--- src/hw/seq_pkg.sv ---
package seq_pkg;

  // Register word addresses (byte addresses on the Avalon-MM slave)
  localparam logic [9:0] SCR1_ADDR    = 10'h104;
  localparam logic [9:0] SCR2_ADDR    = 10'h108;
  localparam logic [9:0] CMPCTL_ADDR  = 10'h10C;
  localparam logic [9:0] CTRL_ADDR    = 10'h100;
  localparam logic [9:0] STATUS_ADDR  = 10'h120;

  // Field positions
  localparam int CMP_EN_BIT       = 0;
  localparam int CTRL_ARM_BIT     = 0;
  localparam int CTRL_TRACE_BIT   = 1;
  localparam int CTRL_EVSEL_LSB   = 4;

  // Reset values, and the event select code for the external event
  localparam logic [7:0] SCR1_RESET   = 8'h00;
  localparam logic [7:0] SCR2_RESET   = 8'h00;
  localparam logic [3:0] CMPEN_RESET  = 4'h0;
  localparam logic [1:0] EVSEL_RESET  = 2'b00;
  localparam logic [1:0] EVSEL_EXT    = 2'b10;

  localparam logic [31:0] UNMAPPED_DATA = 32'h0000_0000;

  // Next-state codes
  localparam logic [1:0] NS_NONE   = 2'b00;
  localparam logic [1:0] NS_STATE2 = 2'b01;
  localparam logic [1:0] NS_STATE3 = 2'b10;
  localparam logic [1:0] NS_FINAL  = 2'b11;

  typedef enum logic [2:0] {
    ST_IDLE   = 3'b000,
    ST_STATE1 = 3'b001,
    ST_STATE2 = 3'b010,
    ST_STATE3 = 3'b011,
    ST_FINAL  = 3'b100
  } seq_state_t;

  typedef struct packed {
    logic        read;
    logic        write;
    logic [9:0]  address;
    logic [31:0] writedata;
  } bus_req_t;

  typedef struct packed {
    logic [31:0] readdata;
    logic        waitrequest;
  } bus_rsp_t;

endpackage

--- src/hw/debug_state_sequencer.sv ---
module debug_state_sequencer
  import seq_pkg::*;
(
  input  wire logic        clk,
  input  wire logic        reset,
  input  wire logic        read,
  input  wire logic        write,
  input  wire logic [9:0]  address,
  input  wire logic [31:0] writedata,
  output logic [31:0]      readdata,
  output logic             waitrequest,
  input  wire logic [3:0]  match,
  input  wire logic        external_event,
  output logic [2:0]       current_state_flags,
  output logic             armed
);

  bus_req_t   req;
  bus_rsp_t   rsp_r, rsp_nxt;
  logic [7:0] scr1_r, scr1_nxt;
  logic [7:0] scr2_r, scr2_nxt;
  logic [3:0] cmp_en_r, cmp_en_nxt;
  logic       arm_r, arm_nxt;
  logic       trace_active_flag_r, trace_nxt;
  logic [1:0] evsel_r, evsel_nxt;
  seq_state_t state_r, state_nxt;
  logic       locked;
  logic [3:0] hit;

  assign req = '{read: read, write: write, address: address, writedata: writedata};

  // Highest-numbered hit picks its code; returns NS_NONE when nothing hit
  function automatic logic [1:0] pick_code(input logic [3:0] h, input logic [7:0] f);
    logic [1:0] c;
    c = NS_NONE;
    for (int i = 0; i < 4; i++) begin
      if (h[i]) begin
        c = f[2*i +: 2];
      end
    end
    return c;
  endfunction

  function automatic seq_state_t code_to_state(input logic [1:0] c, input seq_state_t s);
    seq_state_t n;
    case (c)
      NS_STATE2: n = ST_STATE2;
      NS_STATE3: n = ST_STATE3;
      NS_FINAL:  n = ST_FINAL;
      default:   n = s;
    endcase
    return n;
  endfunction

  assign locked = arm_r || trace_active_flag_r;

  always_comb begin
    hit = match & cmp_en_r;
    if (evsel_r == EVSEL_EXT) begin
      hit[3] = external_event && cmp_en_r[3];
    end
  end

  // Bus slave: one wait cycle, answer on the second edge of a request
  always_comb begin
    scr1_nxt   = scr1_r;
    scr2_nxt   = scr2_r;
    cmp_en_nxt = cmp_en_r;
    arm_nxt    = arm_r;
    trace_nxt  = trace_active_flag_r;
    evsel_nxt  = evsel_r;
    rsp_nxt    = '{readdata: rsp_r.readdata, waitrequest: 1'b1};
    if ((req.read || req.write) && rsp_r.waitrequest) begin
      rsp_nxt.waitrequest = 1'b0;
      rsp_nxt.readdata    = UNMAPPED_DATA;
      if (req.address == SCR1_ADDR) begin
        rsp_nxt.readdata = {24'h00_0000, scr1_r};
      end else if (req.address == SCR2_ADDR) begin
        rsp_nxt.readdata = {24'h00_0000, scr2_r};
      end else if (req.address == CMPCTL_ADDR) begin
        rsp_nxt.readdata = {28'h000_0000, cmp_en_r};
      end else if (req.address == CTRL_ADDR) begin
        rsp_nxt.readdata = {26'h000_0000, evsel_r, 2'b00, trace_active_flag_r, arm_r};
      end else if (req.address == STATUS_ADDR) begin
        rsp_nxt.readdata = {29'h0000_0000, state_r};
      end
    end
    // Writes land only on the edge at which the master sees waitrequest low
    if (req.write && !rsp_r.waitrequest) begin
      if (req.address == SCR1_ADDR) begin
        if (!locked) begin
          scr1_nxt = req.writedata[7:0];
        end
      end else if (req.address == SCR2_ADDR) begin
        if (!locked) begin
          scr2_nxt = req.writedata[7:0];
        end
      end else if (req.address == CMPCTL_ADDR) begin
        if (!locked) begin
          cmp_en_nxt = req.writedata[3:0];
        end
      end else if (req.address == CTRL_ADDR) begin
        arm_nxt   = req.writedata[CTRL_ARM_BIT];
        trace_nxt = req.writedata[CTRL_TRACE_BIT];
        evsel_nxt = req.writedata[CTRL_EVSEL_LSB +: 2];
      end
    end
  end

  // Sequencer: arming enters State1, disarming returns to idle
  always_comb begin
    state_nxt = state_r;
    case (state_r)
      ST_IDLE: begin
        if (arm_r) begin
          state_nxt = ST_STATE1;
        end
      end
      ST_STATE1: begin
        state_nxt = code_to_state(pick_code(hit, scr1_r), state_r);
      end
      ST_STATE2: begin
        state_nxt = code_to_state(pick_code({2'b00, hit[1:0]}, {4'h0, scr2_r[3:0]}), state_r);
      end
      default: begin
        state_nxt = state_r;
      end
    endcase
    if (!arm_r) begin
      state_nxt = ST_IDLE;
    end
  end

  always_ff @(posedge clk) begin
    if (reset) begin
      scr1_r              <= SCR1_RESET;
      scr2_r              <= SCR2_RESET;
      cmp_en_r            <= CMPEN_RESET;
      arm_r               <= 1'b0;
      trace_active_flag_r <= 1'b0;
      evsel_r             <= EVSEL_RESET;
      rsp_r               <= '{readdata: UNMAPPED_DATA, waitrequest: 1'b1};
      state_r             <= ST_IDLE;
      current_state_flags <= 3'b000;
      armed               <= 1'b0;
    end else begin
      scr1_r              <= scr1_nxt;
      scr2_r              <= scr2_nxt;
      cmp_en_r            <= cmp_en_nxt;
      arm_r               <= arm_nxt;
      trace_active_flag_r <= trace_nxt;
      evsel_r             <= evsel_nxt;
      rsp_r               <= rsp_nxt;
      state_r             <= state_nxt;
      current_state_flags <= state_nxt;
      armed               <= arm_nxt;
    end
  end

  always_comb begin
    readdata    = rsp_r.readdata;
    waitrequest = rsp_r.waitrequest;
  end
endmodule

--- config.mk ---
export PLATFORM = sky130hd
export DESIGN_NAME = debug_state_sequencer
export DESIGN_NICKNAME = d
export VERILOG_FILES = /design/src/hw/seq_pkg.sv /design/src/hw/debug_state_sequencer.sv
export SDC_FILE = /design/constraint.sdc
export NUM_CORES = 1
export LEC_CHECK = 0
export BUFFER_PORTS_ARGS = -buffer_cell sky130_fd_sc_hd__buf_2
export CORE_MARGIN = 3
export CORE_UTILIZATION = 51
export DETAILED_ROUTE_END_ITERATION = 8
export GPL_TIMING_DRIVEN = 1
export PLACE_DENSITY = 0.85
export SETUP_SLACK_MARGIN = 0.2
export SYNTH_ARGS = -nofsm -noshare
export SYNTH_HDL_FRONTEND = slang
export SYNTH_SLANG_ARGS = --single-unit
--- constraint.sdc ---
create_clock -name clk -period 2 [get_ports clk]
set_input_delay 0.1 -clock clk [delete_from_list [all_inputs] [get_ports clk]]
set_output_delay 0.1 -clock clk [all_outputs]
set_load 0.1 [all_outputs]
==> results of run 1 <==
## flip-flops by register name, summed over array words and instances, names as in the netlist
name                 count
state_r                  3
waitrequest              1
trace_active_flag_r      1
scr2_r                   8
readdata                 8
evsel_r                  2
cmp_en_r                 4
scr1_r                   8
arm_r                    1
## synth_stat cells (all sizes together) (3+ instances only)
cell type and n:
a22oi 3, a211oi 3, nand2b 4, nor2b 6, o21ai 11, o221ai 3, a21oi 15, clkbuf 4
nand2 21, buf 28, nor2 24, nand3 7, a22o 3, mux2i 23, dfxtp 36, nand4b 3
and2 3, inv 4
## power breakdown
part | switching, W | internal (W)
clock | 0.000245 | 0.000370
combinational | 0.000266 | 0.0000370
sequential | 0.00000169 | 0.000719
total | 0.000512 | 0.00113
## critical path: cells and delay by family, from the launching register on
family,cells,cell delay [ps]
flops,1,340
mux,1,170
buf+inv,1,170
simple gates,4,840
## how the worst max path moves through the flow
stage | from | to | slack (ps)
floorplan | state_r[1] | state_r[0] | 270
global placement | waitrequest | scr2_r[3] | 380
detailed placement | address[7] | scr2_r[1] | 360
CTS | waitrequest | scr2_r[1] | 340
global route | waitrequest | scr2_r[0] | 220
finish | waitrequest | scr2_r[1] | 370
## area by class of cell
type	count	area, um2	area share
multi-input combinational	181	1130	0.493
sequential	36	724	0.315
timing repair buffer	44	258	0.112
clock buffer	6	72.6	0.0316
tap	48	60.1	0.0261
clock inverter	2	35.0	0.0153
inverter	4	15.0	0.00654
## metrics by stage
step | cell area, um2 | utilization
floorplan | 2100 | -
global placement | 2190 | 0.589
detailed placement | 2190 | 0.589
CTS | 2300 | 0.618
global route | 2300 | 0.618
finish | 2300 | 0.618
## logic make-up (layout without fill, tap and decap cells)
kind of cell / after synthesis / count (layout) / share of synthesized area
AOI/OAI and AO/OA: 52 / 52 / 0.173
buffers and inverters: 36 / 56 / 0.121
DFF: 36 / 36 / 0.359
muxes: 25 / 25 / 0.126
other: 1 / 24 / 0.00187
and+or+nand+nor: 80 / 80 / 0.220
## metal layers
metal	share of wire	vias to the layer above
met5	0	-
met4	0.0089	0
met3	0.10	6
met2	0.47	87
met1	0.42	776
li1	-	862
==> metrics.cfg, run 1 <==
[status]
status=complete, no violations

[timing]
setup_viol=0
rsz0062_at_grt=no
whs_ps=70.4
finClkSkew_ps=3.92
worstMarginPinSlew_ps=649
period_share=0.814
relSlewSlack=0.564
slew_viol_final=0
setup-tns-final_ps=0
fmax_ghz=0.614
setup_ws_ps=372
final.min_clock_period_ps=1630
hold_viol_final=0

[drt]
drc_errors=0
viasPerCell=5.39
wl_per_cell_um=14.0
routed_wl_mm=4.50
dr.first_iter.drc_count=101
ant_nets=0
drt-pass1-iter-count=4
dr_total_vias=1731

[clocking]
clock_path_buffers=2
numCtsBuffers=5
cts_root_buf=clkbuf_8
cts_setup_buffers=0
cts_tree=built
cts_sinks=36
htreeDepth=2
ctsHoldBuffers=0
clock_latency_ps=290
ctsResizeCount=0
clkTransAtPathRegs_ps=70

[floorplan]
initial_core_util=0.541
pin_count=88
die_x_um=68.8
std_cell_rows=22
dieArea_um2=4730
coreArea_um2=3720
die_y_um=68.8

[grt]
grt.busiest_layer=met2
grt_pass1_wl_mm=7.17
globalRouteMet1Util=0.271
grt_use_total=0.208
grt.overflow.total=0
met2_usage=0.308
grt_max_degree=24
grt_use_met3=0.0746
grt_pass1_vias=1531
antenna_found_initial=0

[synth]
ys.flop_type=dfxtp_1
ys_seq_area_frac=0.359
yosys_register_bits=36
syn_area_um2=2010
ys_warn_count=0
syn_inst=230
yosysTopAreaCell=dfxtp_1
yosys.area.top_type_share=0.359
synth-edff-count=0
synth.area.top_cells=dfxtp_1 36%, mux2i_1 11%, buf_4 9.0%
synth_cell_types=45
synthArstFlopShare=0
avgSynthCellArea_um2=8.74

[placement]
dp_hpwl_mm=3.39
dp.cells=313
post-place-ws_ps=365
numPortBuffers=39
place_congestion=0.939

[worst_setup_path]
cp_slowest_stage_delay_ps=340
r2r_end=scr2_r[1]
rr_startpoint=waitrequest
reg2reg_slack_ps=370
cp_max_fo=7
required_ps=2170
ff2ff_path_depth=6
critical_path.endpoint_type=register
crit_path_start_kind=register
crit_path_top_delay_cell=dfxtp_2
cp.arrival_ps=1800
critPathKind=register to register
crit_path_cell_trace=nor3b_2 > nand4_4 > nor2b_2 > buf_12 > mux2i_1 > nor2_1

[finish]
fill_cells=323
layout_commonest_cell=buf_2
layout_common_cells=39 x buf_2, 33 x dfxtp_1, 24 x nor2_1, 24 x conb_1, 23 x mux2i_1
final_cells=321
drive_above_1_share=0.242
num_antenna_cells=0
layout.nets=323
area_delta_synth_final_pct=14.3

[pwr]
p_per_area_nw_per_um2=713
p_total_w=0.00164
irDropWorstVdd_mv=0.440
p_leak_nw=0.917

[worst_hold_path]
hold_depth=3
min_path_type=primary input to register
min_from=writedata[7]
min_to=scr1_r[7]

[flow_run]
cap_violations=0

Note: power is estimated with default switching activity, not from simulation.
==> run 2: changes to the inputs <==
- ABC_AREA: default -> 1
- CORE_UTILIZATION: 51 -> 48
- PLACE_DENSITY: 0.85 -> 0.8
- clock period: 2 -> 1.6 ns (I/O delays scaled with it)
==> metrics.cfg, run 2 <==
[timing]
period_share=0.810
finClkSkew_ps=5.10
setup_ws_ps=303
hold_viol_final=0
fmax_ghz=0.771
slew_viol_final=0
setup_viol=0
setup-tns-final_ps=0
rsz0062_at_grt=yes
final.min_clock_period_ps=1300

[worst_setup_path]
required_ps=1820
setup.worst_path.end=state_r[1]
critical_path.endpoint_type=register
crit_path_top_delay_cell=dfxtp_1
cpMostUsedCell=nand2_1
crit_path_cell_trace=buf_4 > nand3_1 > nand2_1 > inv_1 > nand2_1 > nand2_1 > nand3_2 > o21bai_1 > nor2_2 > nor2_1
ff2ff_path_depth=10
cp_slowest_stage_delay_ps=320
critPathKind=register to register
crit_path_start_kind=register
rr_startpoint=cmp_en_r[1]
cp_max_fo=3
reg2reg_slack_ps=300
cp.arrival_ps=1520
startpoint=cmp_en_r[1]
r2r_end=state_r[1]

[synth]
synth_cell_types=32
muxShareOfSynthArea=0
syn_area_um2=2170
ys.flop_type=dfxtp_1
yosysMostFrequentCell=nand2_1
synth_top_family_by_area=simple AND/OR/NAND/NOR gates
yosys.area.top_type_share=0.332
synth.area.top_cells=dfxtp_1 33%, nand2_1 10%, buf_4 8.3%
synth_common_cells=58 x nand2_1, 44 x inv_1, 36 x dfxtp_1
yosys_register_bits=36
synthSimpleGateAreaFrac=0.279
ys_warn_count=0
ys_seq_area_frac=0.332
yosysTopAreaCell=dfxtp_1
synthArstFlopShare=0
synth_compound_area_frac=0.189
synth_fa_ha_area_frac=0
synthXorXnorAreaFrac=0
syn_inst=317
avgSynthCellArea_um2=6.84
synth-edff-count=0

[flow_run]
cap_violations=0

[finish]
layout_commonest_cell=nand2_1
final_cells=411
area_delta_synth_final_pct=14.0
layout_common_cells=50 x nand2_1, 42 x inv_1, 39 x buf_2, 28 x dfxtp_1, 27 x a21oi_1
num_antenna_cells=0
drive_above_1_share=0.283
layout.nets=411
final_cell_area_um2=2470

[drt]
dr.first_iter.drc_count=109
drt-pass1-iter-count=5
dr_total_vias=2069
wl_met2_mm=2.35
top_layer=met4
viasPerCell=5.03
drc_errors=0
wl_met3_um=344
wl_per_cell_um=12.0
ant_nets=0
wl_met1_mm=2.13
routed_wl_mm=4.94

[clocking]
ctsHoldBuffers=0
numCtsBuffers=5
cts_sinks=36
cts_tree=built
cts_root_buf=clkbuf_8
clkTransAtPathRegs_ps=70
clock_path_buffers=2
htreeDepth=2
clock_latency_ps=290

[placement]
place_area_um2=2330
post-place-ws_ps=117
dp_hpwl_mm=3.92
place_congestion=0.860
dp.cells=402
numPortBuffers=39

[worst_hold_path]
min_path_type=primary input to register

[pwr]
p_per_area_nw_per_um2=817
irDropWorstVdd_mv=0.380
p_leak_nw=1.22
p_total_w=0.00202

[grt]
grt.overflow.total=0
antenna_found_initial=0
grt_pass1_wl_mm=7.95
grt_pass1_vias=1840
grt_max_degree=28
grt_use_total=0.190

[floorplan]
dieArea_um2=5360
die_x_um=73.2
pin_count=88
initial_core_util=0.520
std_cell_rows=23
die_y_um=73.2
coreArea_um2=4170

[status]
status=complete, no violations

-- run 2: cell count changes after synthesis, moves of 4 or more --
cell      before  now
nand3_1        7   24
o21ai_1        3   21
nor2_1        24   19
a21oi_1       15   27
nor2b_1        4    0
mux2i_1       23    0
nand2b_1       4    0
o21ai_0        8   13
nand2_1       21   58
a21oi_2        0    4
inv_2          0    8
inv_1          4   44
-- run 2: cell type report --
class	instances	area [um2]
Timing Repair Buffer	44	233
Fill cell	402	1700
Clock buffer	6	82.6
Clock inverter	2	10.0
Sequential cell	36	741
Multi-Input combinational cell	220	1140
Inverter	53	200
Tap cell	50	62.6
-- run 2: how the worst min path moves through the flow --
| stage | start | slack (ps) | end | cells past startpoint |
|---|---|---|---|---|
| floorplan | writedata[1] | 210 | cmp_en_r[1] | 2 |
| global placement | writedata[2] | 350 | cmp_en_r[2] | 3 |
| detailed placement | reset | 350 | readdata[5] | 2 |
| CTS | writedata[2] | 40 | cmp_en_r[2] | 3 |
| global route | writedata[2] | 50 | cmp_en_r[2] | 3 |
| finish | writedata[3] | 40 | cmp_en_r[3] | 3 |
-- run 2: logic make-up after synthesis --
logic type             after synthesis
buffers and inverters               84
other                                1
AND/OR/NAND/NOR                    122
flip-flops                          36
AO/OA/AOI/OAI                       74
-- run 2: worst max-delay path, delay by kind of cell (launching register included) --
family                 cells  cell delay [ps]
DFF                        1              320
buffers and inverters      2              200
AOI/OAI and AO/OA          1              190
and+or+nand+nor            7              510
-- run 2: metrics by stage --
| step | util | hold slack (ps) |
|---|---|---|
| final | 0.593 | 41.6 |
| after detailed placement | 0.558 | 352 |
| after floorplan | - | 208 |
| after CTS | 0.581 | 42.3 |
| after global routing | 0.593 | 54.8 |
| after global placement | 0.558 | 346 |
-- run 2: where the power goes --
part           internal (W)  leakage (nW)  total, W  switching [W]
Combinational     0.0000607         0.874  0.000459       0.000398
Sequential         0.000898         0.295  0.000903     0.00000458
Clock              0.000343        0.0510  0.000658       0.000315
Total               0.00130          1.22   0.00202       0.000717
-- run 2: what timing repair did --
action                                  4_1_cts  5_1_grt
endpoints found under the setup margin       20       14
cloned                                        0        0
buffers inserted                              0        1
pin swaps                                     1        4
gates resized for setup                       2       17
-- run 2: layer usage --
layer | up-vias | track usage
met1 | 921 | 0.249
met4 | 0 | 0.0758
li1 | 1059 | -
met2 | 78 | 0.310
met3 | 11 | 0.0331
met5 | - | 0
==> run 3: changes to the inputs <==
- clock period: 1.6 -> 1.2 ns (I/O delays scaled with it)
==> metrics.cfg, run 3 (synthesis gave the netlist of run 2 again) <==
[timing]
final.min_clock_period_ps=1400
slew_viol_final=0
fmax_ghz=0.717
setup_viol=6
relSlewSlack=0.477
period_share=1.16
finClkSkew_ps=5.71
worstMarginPinSlew_ps=783
setup_ws_ps=-195
setup-tns-final_ps=-431
hold_viol_final=0
whs_ps=37.4
rsz0062_at_grt=yes

[worst_setup_path]
startpoint=evsel_r[1]
cp_slowest_stage_delay_ps=370
crit_family=simple AND/OR/NAND/NOR gates
r2r_end=state_r[1]
critPathKind=register to register
cp_max_fo=4
crit_path_start_kind=register
cp.arrival_ps=1590
crit_path_top_delay_cell=dfxtp_4
crit_path_cell_trace=inv_4 > nor2_2 > nand2_2 > nand2_4 > nor2_2 > nand2_1 > nand2_2 > nand2_1 > nand2_1 > nand2_1 > nor2_1 > nor2_1
cpMostUsedCell=nand2_1
crit_buf_inv=1
required_ps=1390
cp.depth=12
reg2reg_slack_ps=-200
ff2ff_path_depth=12
critical_path.endpoint_type=register
setup.worst_path.end=state_r[1]
rr_startpoint=evsel_r[1]

[drt]
drt-pass1-iter-count=4
ant_nets=0
drc_errors=0
viasPerCell=5.29
wl_per_cell_um=16.0
routed_wl_mm=7.32
dr.first_iter.drc_count=192
dr_total_vias=2425

[finish]
layout.nets=458
layout_common_cells=39 x inv_1, 38 x nand2_1, 34 x buf_4
fill_cells=269
final_cells=458
area_delta_synth_final_pct=56.3
layout_commonest_cell=inv_1
num_antenna_cells=0
drive_above_1_share=0.554

[pwr]
p_leak_nw=1.53
irDropWorstVdd_mv=0.768
p_per_area_nw_per_um2=873
p_total_w=0.00296

[floorplan]
std_cell_rows=23
die_y_um=73.2
dieArea_um2=5360
initial_core_util=0.520
die_x_um=73.2
pin_count=88
coreArea_um2=4170

[grt]
grt.overflow.total=0
antenna_found_initial=0
grt_pass1_wl_mm=11.1
grt_pass1_vias=2324
grt_use_total=0.272
grt_max_degree=28

[clocking]
htreeDepth=2
cts_tree=built
cts_root_buf=clkbuf_8
clock_path_buffers=2
clock_latency_ps=300
cts_sinks=36
numCtsBuffers=5
clkTransAtPathRegs_ps=80

[flow_run]
cap_violations=0

[status]
status=finished, violations left
failed_checks=setup timing

[placement]
dp.cells=435
place_congestion=0.968
numPortBuffers=39
dp_hpwl_mm=4.63

[worst_hold_path]
min_path_type=primary input to register

## run 3: cell types whose count changed in the layout (fill, tap and decap cells not counted), moves of 5 or more
cell | previous run | this run
buf_2 | 39 | 26
buf_6 | 0 | 26
nand2_8 | 0 | 5
a21oi_1 | 27 | 11
o21ai_0 | 12 | 2
buf_4 | 5 | 34
a21oi_2 | 4 | 20
nand2_2 | 11 | 18
dfxtp_1 | 28 | 18
o21ai_1 | 22 | 3
o21ai_2 | 1 | 26
nand2_1 | 50 | 38
dfxtp_2 | 4 | 12
## run 3: worst min-delay path by stage
stage	end	slack [ps]	startpoint	cells after the start
floorplan	cmp_en_r[1]	190	writedata[1]	2
global placement	cmp_en_r[2]	320	writedata[2]	3
detailed placement	cmp_en_r[2]	330	writedata[2]	3
CTS	cmp_en_r[3]	20	writedata[3]	3
global route	cmp_en_r[1]	30	writedata[1]	3
finish	cmp_en_r[3]	40	writedata[3]	3
## run 3: layer usage
metal | GRT usage | up-vias | wire length, um
met1 | 0.321 | 1137 | 2790
li1 | - | 1154 | -
met3 | 0.0606 | 24 | 513
met5 | 0 | - | 0
met2 | 0.467 | 110 | 3800
met4 | 0.123 | 0 | 215
## run 3: metrics by stage
stage / setup WS [ps] / cell area [um2] / utilization
after CTS: -84.6 / 3190 / 0.766
after detailed placement: -235 / 2690 / 0.644
final: -195 / 3390 / 0.812
after global placement: -166 / 2690 / 0.644
after floorplan: -120 / 2380 / -
after global routing: -288 / 3390 / 0.812
## run 3: timing repair
item	in CTS	in global routing
hold buffers	0	0
pin swaps	21	23
gates cloned	2	0
setup endpoints to repair	46	42
setup buffers	10	3
gates resized for setup	91	50
## run 3: power by group
group | internal, W | switching [W]
clock | 0.000468 | 0.000464
sequential | 0.00119 | 0.0000105
combinational | 0.000201 | 0.000621
total | 0.00186 | 0.00109
## run 3: worst min-delay path, delay by kind of cell
| kind | cells | cell delay (ps) |
|---|---|---|
| buffers and inverters | 2 | 200 |
| AOI/OAI and AO/OA | 1 | 50 |
## run 3: layout make-up
| type | instances | area (um2) | share of cell area |
|---|---|---|---|
| clock buffer | 7 | 86.3 | 0.0255 |
| clock inverter | 1 | 6.26 | 0.00185 |
| inverter | 53 | 220 | 0.0650 |
| multi-input combinational | 222 | 1520 | 0.449 |
| sequential | 36 | 758 | 0.224 |
| tap | 50 | 62.6 | 0.0185 |
| timing repair buffer | 89 | 733 | 0.216 |
